[config.mk]
export PLATFORM = sky130hd
export DESIGN_NAME = nvsc_host
export DESIGN_NICKNAME = d
export VERILOG_FILES = /design/src/rtl/nvsc_pkg.sv /design/src/rtl/nvsc_host.sv
export SDC_FILE = /design/constraint.sdc
export NUM_CORES = 1
export LEC_CHECK = 0
export BUFFER_PORTS_ARGS = -buffer_cell sky130_fd_sc_hd__buf_2
export CORE_UTILIZATION = 45
export DETAILED_ROUTE_END_ITERATION = 7
export PLACE_DENSITY = 0.68
export SLEW_MARGIN = 20
export SYNTH_ARGS = -nofsm -noshare
export SYNTH_HDL_FRONTEND = slang
export SYNTH_SLANG_ARGS = --single-unit
export TNS_END_PERCENT = 50
[constraint.sdc]
create_clock -name clk -period 4.8 [get_ports clk]
set_input_delay 0 -clock clk [delete_from_list [all_inputs] [get_ports clk]]
set_output_delay 0 -clock clk [all_outputs]
set_load 0.05 [all_outputs]
[src/rtl/nvsc_pkg.sv]
package nvsc_pkg;
  // address width of the memory and of the command match
  localparam int ADDR_W = 15;
  localparam int CMD_W = 14;
  localparam int DATA_W = 8;
  // command sequence addresses
  localparam logic [13:0] SEQ_A0 = 14'h0e38;
  localparam logic [13:0] SEQ_A1 = 14'h31c7;
  localparam logic [13:0] SEQ_A2 = 14'h03e0;
  localparam logic [13:0] SEQ_A3 = 14'h3c1f;
  localparam logic [13:0] SEQ_A4 = 14'h303f;
  localparam logic [13:0] SEQ_STORE = 14'h0fc0;
  localparam logic [13:0] SEQ_RECALL = 14'h0c63;
  // clock and timing
  localparam int CLK_MHZ = 50;
  localparam int CLK_NS = 20;
  localparam int INIT_CYCLE_NS = 45;
  localparam int STORE_MS = 10;
  localparam int RECALL_US = 20;
  localparam int POWERUP_RECALL_US = 550;
  // least times round up, never below one cycle
  localparam int INIT_CYC = (INIT_CYCLE_NS + CLK_NS - 1) / CLK_NS;
  localparam int STORE_CYC = STORE_MS * 1000 * CLK_MHZ;
  localparam int RECALL_CYC = RECALL_US * CLK_MHZ;
  localparam int POWERUP_CYC = POWERUP_RECALL_US * CLK_MHZ;
  localparam int CNT_W = 24;
  // host operations
  typedef enum logic [1:0] {
    NVSC_OP_READ,
    NVSC_OP_WRITE,
    NVSC_OP_STORE,
    NVSC_OP_RECALL
  } nvsc_op_e;
endpackage : nvsc_pkg

[src/rtl/nvsc_host.sv]
`timescale 1ns/1ps
module nvsc_host #(
  parameter int STORE_CYCLES = nvsc_pkg::STORE_CYC,
  parameter int RECALL_CYCLES = nvsc_pkg::RECALL_CYC,
  parameter int POWERUP_CYCLES = nvsc_pkg::POWERUP_CYC,
  parameter int PULSE_CYCLES = nvsc_pkg::INIT_CYC
) (
  input wire logic clk,
  input wire logic sys_rst,
  input wire logic reqValid,
  input wire logic [1:0] reqOp,
  input wire logic [14:0] reqAddr,
  input wire logic [7:0] reqWdata,
  output logic reqReady,
  output logic rspValid,
  output logic [7:0] rspRdata,
  output logic memChipEnN,
  output logic memWriteEnN,
  output logic memOutEnN,
  output logic [14:0] memAddr,
  output logic [7:0] dataIoOut,
  output logic dataIoOe,
  input wire logic [7:0] dataIoIn
);
  typedef enum logic [2:0] {
    NVSC_WAIT, NVSC_IDLE, NVSC_SETUP, NVSC_PULSE, NVSC_GAP, NVSC_BUSY
  } nvsc_state_e;

  nvsc_state_e state;
  logic [nvsc_pkg::CNT_W-1:0] timer;
  logic [2:0] step;
  logic [1:0] op;
  logic take;
  logic pulseEnd;
  logic nextStep;

  // address of a given command step, low bits only, top bit held zero
  function automatic logic [14:0] seq_addr(input logic [2:0] s,
                                           input logic rec);
    logic [13:0] a;
    a = nvsc_pkg::SEQ_A0;
    case (s)
      3'h0: a = nvsc_pkg::SEQ_A0;
      3'h1: a = nvsc_pkg::SEQ_A1;
      3'h2: a = nvsc_pkg::SEQ_A2;
      3'h3: a = nvsc_pkg::SEQ_A3;
      3'h4: a = nvsc_pkg::SEQ_A4;
      default: a = rec ? nvsc_pkg::SEQ_RECALL : nvsc_pkg::SEQ_STORE;
    endcase
    return {1'b0, a};
  endfunction : seq_addr

  function automatic logic [nvsc_pkg::CNT_W-1:0] cyc(input int n);
    return nvsc_pkg::CNT_W'(n - 1);
  endfunction : cyc

  // milestones shared by the blocks below
  assign take = (state == NVSC_IDLE) && reqValid;
  assign pulseEnd = (state == NVSC_PULSE) && (timer == '0);
  assign nextStep = (state == NVSC_GAP) && op[1] && (step != 3'h5);

  // main sequencer: one access or one six-read command at a time
  always_ff @(posedge clk)
  begin
    if (sys_rst)
      state <= NVSC_WAIT;
    else
    begin
      case (state)
        NVSC_WAIT:
          if (timer == '0)
            state <= NVSC_IDLE;
        NVSC_IDLE:
          if (reqValid)
            state <= NVSC_SETUP;
        NVSC_SETUP:
          state <= NVSC_PULSE;
        NVSC_PULSE:
          if (timer == '0)
            state <= NVSC_GAP;
        NVSC_GAP:
          if (nextStep)
            state <= NVSC_SETUP;
          else if (op[1])
            state <= NVSC_WAIT;
          else
            state <= NVSC_IDLE;
        default:
          state <= NVSC_WAIT;
      endcase
    end
  end

  // one down-counter times the pulse, the busy spell and power-up
  always_ff @(posedge clk)
  begin
    if (sys_rst)
      timer <= cyc(POWERUP_CYCLES);
    else
    begin
      case (state)
        NVSC_WAIT, NVSC_PULSE:
          if (timer != '0)
            timer <= timer - 1'b1;
        NVSC_SETUP:
          timer <= cyc(PULSE_CYCLES);
        NVSC_GAP:
          if (op == 2'(nvsc_pkg::NVSC_OP_STORE))
            timer <= cyc(STORE_CYCLES);
          else if (op == 2'(nvsc_pkg::NVSC_OP_RECALL))
            timer <= cyc(RECALL_CYCLES);
        default:
          timer <= timer;
      endcase
    end
  end

  // operation and command step, latched when a request is taken
  always_ff @(posedge clk)
  begin
    if (sys_rst)
    begin
      step <= 3'h0;
      op <= 2'h0;
    end
    else if (take)
    begin
      op <= reqOp;
      step <= 3'h0;
    end
    else if (nextStep)
      step <= step + 3'h1;
  end

  // request handshake and response; commands answer by ready alone
  always_ff @(posedge clk)
  begin
    if (sys_rst)
    begin
      reqReady <= 1'b0;
      rspValid <= 1'b0;
      rspRdata <= 8'h00;
    end
    else
    begin
      rspValid <= 1'b0;
      if (state == NVSC_WAIT && timer == '0)
        reqReady <= 1'b1;
      else if (take)
        reqReady <= 1'b0;
      else if (state == NVSC_GAP && !op[1])
      begin
        reqReady <= 1'b1;
        rspValid <= (op == 2'(nvsc_pkg::NVSC_OP_WRITE));
      end
      if (pulseEnd && op == 2'(nvsc_pkg::NVSC_OP_READ))
      begin
        rspRdata <= dataIoIn;
        rspValid <= 1'b1;
      end
    end
  end

  // device strobes: write enable settles before chip enable falls
  always_ff @(posedge clk)
  begin
    if (sys_rst)
    begin
      memChipEnN <= 1'b1;
      memWriteEnN <= 1'b1;
      memOutEnN <= 1'b1;
    end
    else
    begin
      if (take)
        memWriteEnN <= (reqOp != 2'(nvsc_pkg::NVSC_OP_WRITE));
      else if (state == NVSC_GAP)
        memWriteEnN <= 1'b1;
      if (state == NVSC_SETUP)
      begin
        memChipEnN <= 1'b0;
        memOutEnN <= (op != 2'(nvsc_pkg::NVSC_OP_READ));
      end
      else if (pulseEnd)
      begin
        memChipEnN <= 1'b1;
        memOutEnN <= 1'b1;
      end
    end
  end

  // device address and write data, released after chip enable rises
  always_ff @(posedge clk)
  begin
    if (sys_rst)
    begin
      memAddr <= 15'h0000;
      dataIoOut <= 8'h00;
      dataIoOe <= 1'b0;
    end
    else
    begin
      if (take && !reqOp[1])
        memAddr <= reqAddr;
      else if (take)
        memAddr <= seq_addr(3'h0, reqOp[0]);
      else if (nextStep)
        memAddr <= seq_addr(step + 3'h1, op[0]);
      if (take && reqOp == 2'(nvsc_pkg::NVSC_OP_WRITE))
      begin
        dataIoOut <= reqWdata;
        dataIoOe <= 1'b1;
      end
      else if (state == NVSC_GAP)
        dataIoOe <= 1'b0;
    end
  end
endmodule : nvsc_host

* After elaboration in Yosys (flattened, before gate mapping)
Cells that the tools add are included.
** Word-level totals
- Word-level logic and storage cells :: 90
- Output and inout bits :: 37
- Register bits :: 69
- Input port bits :: 36
** Operators by class
- Reductions and logical operators :: 27
- $add $sub $neg :: 2
- Eq/ne operators :: 19
- Multiplexer cells :: 29
** Operators with widths (count)
- $mux W24 :: 3
- $pmux W24 S3 :: 1
- $pmux W14 S5 :: 1
- $mux W15 :: 3
- $logic_not A24 Y1 :: 1
- $reduce_bool A24 Y1 :: 1
- $sub A24 B1 Y24 const B :: 1
- $mux W1 :: 15
- $pmux W3 S5 :: 1
- $eq A3 B2 Y1 const B :: 4
- $mux W10 :: 1
- $logic_and A1 B1 Y1 :: 9
- $mux W3 :: 3
- $reduce_bool A3 Y1 :: 3
- $reduce_bool A2 Y1 :: 4
- $eq A3 B1 Y1 const B :: 2
- $eq A3 B3 Y1 const B :: 2
- $logic_not A3 Y1 :: 2
- $ne A2 B2 Y1 const B :: 3
- $ne A3 B3 Y1 const B :: 2
- $reduce_and A3 Y1 :: 2
- $eq A2 B1 Y1 const B :: 2
- $eq A2 B2 Y1 const B :: 2
- $ne A2 B1 Y1 const B :: 2
- other kinds (5) :: 7

* Longest topological paths before layout
- Depth in word-level cells :: 6
- Depth in mapped cells :: 11
- Depth with buffers taken out :: 8

* Worst setup path before layout
OpenSTA, ideal clock, no wires.
- Kind :: register to register
- Start point :: register timer[0] (netlist bit)
- End point :: register timer[5] (netlist bit)
- Path slack :: 2.567 ns
- Cell stages (with the launch flop) :: 9
- Buffers on the path :: 1
- Data required time :: 4.678 ns
- Library setup time :: 0.122 ns
- Arrival time :: 2.111 ns
- Clock period less this slack :: 2.233 ns
- Path through :: dfxtp_1 -> inv_1 -> ha_1 -> nor4b_1 -> nand4_4 -> nor3_4 -> o311ai_1 -> buf_2 -> a221o_1
** On the way
- Word-level cells in the longest chain between the ends :: 3
- Elaborated cells between the ends (all ways) :: 6
- Classes of those cells :: 1 x add/sub; 1 x eq/ne; 2 x mux; 2 x reduce/logical
** Ends and longest elaborated chain
- start: declaration :: line nvsc_host.sv:30 : logic [nvsc_pkg::CNT_W-1:0] timer;
- start signal: assignment :: line nvsc_host.sv:98 : timer <= cyc(POWERUP_CYCLES);
- start signal: assignment :: line nvsc_host.sv:104 : timer <= timer - 1'b1;
- start signal: assignment :: line nvsc_host.sv:106 : timer <= cyc(PULSE_CYCLES);
- $sub A24 B1 Y24 / $reduce_bool A24 Y1 (equally long branches) :: line nvsc_host.sv:104, nvsc_host.sv:103
- $mux W24 / $ne A2 B2 Y1 (equally long branches)
- $pmux W24 S3 / $reduce_and A3 Y1 (equally long branches)
Several ways; a longest one is shown, not always the timed one. The select of a mux whose other input is x is not followed.
A chain may end at the register's enable or synchronous reset.

* Final worst setup path
- Start point :: register state[0]
- End point :: register dataIoOut[5]
** On the way
- Word-level cells in the longest chain between the ends :: 3
** Ends and longest elaborated chain
- start: declaration :: line nvsc_host.sv:29 : nvsc_state_e state;
- start signal: assignment :: line nvsc_host.sv:66 : state <= NVSC_WAIT;
- start signal: assignment :: line nvsc_host.sv:72 : state <= NVSC_IDLE;
- start signal: assignment :: line nvsc_host.sv:75 : state <= NVSC_SETUP;
- $eq A3 B1 Y1 :: line nvsc_host.sv:58 : assign take = (state == NVSC_IDLE) && reqValid;
- $logic_and A1 B1 Y1 :: line nvsc_host.sv:58
- $logic_and A1 B1 Y1 :: line nvsc_host.sv:209 : if (take && reqOp == 2'(nvsc_pkg::NVSC_OP_WRITE))
- end signal: assignment :: line nvsc_host.sv:211 : dataIoOut <= reqWdata;
- end: declaration :: line nvsc_host.sv:21 : output logic [7:0] dataIoOut,
Every way passes these cells.

==> flow_metrics.tcl <==
set metrics [dict create \
    hold_slack_ns 0.0457 \
    skew_ns 0.0125 \
    status "complete, no violations" \
    drive_gt1_share_pct 19.3 \
    wl_per_cell_um 14.5 \
    n_antenna_cell 0 \
    max_cap_violations 0 \
    drc_errors 0 \
    fin_crit_ns 2.72 \
    cellPowerDensity_nw_per_um2 262 \
    synth.most_common_cell "dfxtp_1" \
    grt_pass1_vias 3197 \
    cp_slowest_cell "nor2_1" \
    cts.sinks 69 \
    cts_buffers 9 \
    hold_class "in -> reg" \
    swShare_pct 23.2 \
    avgViaCountPerCell 5.49 \
    tns_ns 0 \
    hpwlAfterDp_mm 5.87 \
    cts-resized-gates 0 \
    cts_tree "done" \
    clk_pin_slew_ns 0.08 \
    grt_overflow 0 \
    synth-edff-count 0 \
    ys_types 51 \
    arrival_ns 2.91 \
    avgSynthCellArea_um2 8.08 \
    grt_use_total_pct 24.0 \
    area_growth_pct 27.6 \
    start_util_pct 46.4 \
    p_int_uw 866 \
    rows 31 \
    synth-seq-cells 69 \
    setup_viol 0 \
    wl_mm 8.93 \
    synth.area.top_cells "dfxtp_1 (41%), nor2_1 (6.2%), a21oi_1 (5.9%)" \
    cp.required_ns 5.00 \
    cp_max_fo 15 \
    route.antenna.remaining_nets 0 \
    yosys-top-cells-count "dfxtp_1 (69), nor2_1 (56), nand2_1 (49)" \
    cts_max_level 3 \
    fin_crit_sh_pct 56.6 \
    ys.flop_type "dfxtp_1" \
    syn-cell-area_um2 3370 \
    yosys_warnings 0 \
    drt_iter0_markers 217 \
    start_kind "flop" \
    clockBufferDepth 2 \
    antenna_found_initial 0 \
    vias 3390 \
    ys_seq_area_share_pct 41.0 \
    vdd_drop_max_mv 0.163 \
    syn_nets 459 \
    cp_common_cell "nand2_1" \
    post-route-util_pct 59.3 \
    relSlewSlack_pct 47.8 \
    die_h_um 88.5 \
    core-area_um2 7250 \
    grt_pass1_wl_mm 14.5 \
    power_switching_uw 261 \
    p_leak_uw 0.00171 \
    crit_chain "nor2b_1, nand3b_1, nor2_1, nand2_1, nand2_1, a21oi_1" \
    async_flop_share_pct 0 \
    post_cts.repair.setup_buffers 0 \
    timing_worst_slew_pin_value_ns 0.780 \
    slowest_delay_ns 0.71 \
    end_kind "flop" \
    port-buffer-count 72 \
    die_x_um 88.5 \
    nNetsFinal 555 \
    comb_power_share_pct 5.1 \
    clock_latency_ns 0.35 \
    ctsRootBufferMaster "clkbuf_8" \
    fmax_ghz 0.368 \
    clock_power_share_pct 43.6 \
    hold_viol 0 \
    rsz0062_at_grt "false" \
    synth.largest_area_cell "dfxtp_1" \
    synth_cells 417 \
    io_pins 73 \
    die_area_um2 7830 \
    gp_congestion 0.840 \
    seq_power_share_pct 51.3 \
    slew_violations 0 \
    hold_buffers 32 \
    worstSetupPathType "reg -> reg" \
    synth_top_area_share_pct 41.0 \
    firstDrtPassIters 4 \
    grt_max_degree 64 \
]
sequential cells by signal, summed over array words and instances, names as in the netlist:
| signal | count |
|---|---|
| dataIoOe | 1 |
| dataIoOut | 8 |
| memAddr | 15 |
| memChipEnN | 1 |
| memOutEnN | 1 |
| memWriteEnN | 1 |
| op | 2 |
| reqReady | 1 |
| rspRdata | 8 |
| rspValid | 1 |
| state | 3 |
| step | 3 |
| timer | 24 |
cell type report:
cell class              count  area (um^2)
inverters                   9         33.8
repair buffers            107          703
well taps                  99          124
clock buffers              10          138
fillers                   660         2960
flip-flops and latches     69         1380
multi-input cells         317         1850
clock inverters             6         71.3
metrics by stage:
stage | setup slack [ns] | instance area [um^2] | power (uW) | std cells
after detailed placement | 2.13 | 3770 | 628 | 569
after CTS | 2.11 | 4300 | 1140 | 617
after floorplan | 2.57 | 3370 | 609 | 417
final | 2.08 | 4300 | 1130 | 617
after global routing | 1.89 | 4300 | 1170 | 617
after global placement | 2.15 | 3770 | 627 | 569
path summary, 6_finish.rpt:
path           startpoint      endpoint  slack, ns  depth (start not counted)
max reg2reg      state[0]  dataIoOut[5]       2.08                          6
max              state[0]  dataIoOut[5]       2.08                          6
min            reqAddr[9]    memAddr[9]       0.05                          3
min reg2reg  dataIoOut[6]  dataIoOut[6]       0.46                          2
power groups by stage:
stage / clock, uW / combinational [uW] / sequential [uW]
2_1_floorplan: 0 / 17.9 / 591
3_3_place_gp: 0 / 35.8 / 591
3_5_place_dp: 0 / 36.2 / 591
4_1_cts: 502 / 56.1 / 578
5_1_grt: 526 / 63.0 / 579
6_report: 491 / 57.4 / 578
kinds of logic after synthesis:
kind of cell	count (synthesis)	synth area share [%]
multiplexers	11	3.27
AO/OA/AOI/OAI	114	20.9
XOR/XNOR	2	0.520
buffers and inverters	31	4.16
adder cells (fa/ha/maj)	7	2.53
AND/OR/NAND/NOR	183	27.6
flip-flops	69	41.0
routing by layer:
metal	global-route usage [%]	vias to the layer above	routed length, um
met5	0	-	0
met2	40.4	85	4510
li1	-	1700	-
met4	9.97	0	182
met3	6.53	18	412
met1	28.8	1587	3820
critical path: cells and delay by family, from the launching register on:
family | cells | cell delay (ns)
AO/OA/AOI/OAI | 1 | 0.07
flip-flops | 1 | 0.61
AND/OR/NAND/NOR | 5 | 1.88
placed cells by master, fill, tap and decap left out, types with 11 or more instances in the layout:
| master | instances |
|---|---|
| nor3_1 | 20 |
| o21ai_0 | 23 |
| nor2_1 | 56 |
| dfxtp_1 | 69 |
| dlygate4sd3_1 | 32 |
| a21oi_1 | 40 |
| nand2_1 | 49 |
| buf_2 | 72 |
| mux2i_1 | 11 |
| nor4_1 | 12 |
Note: power is estimated with default switching activity, not from simulation.
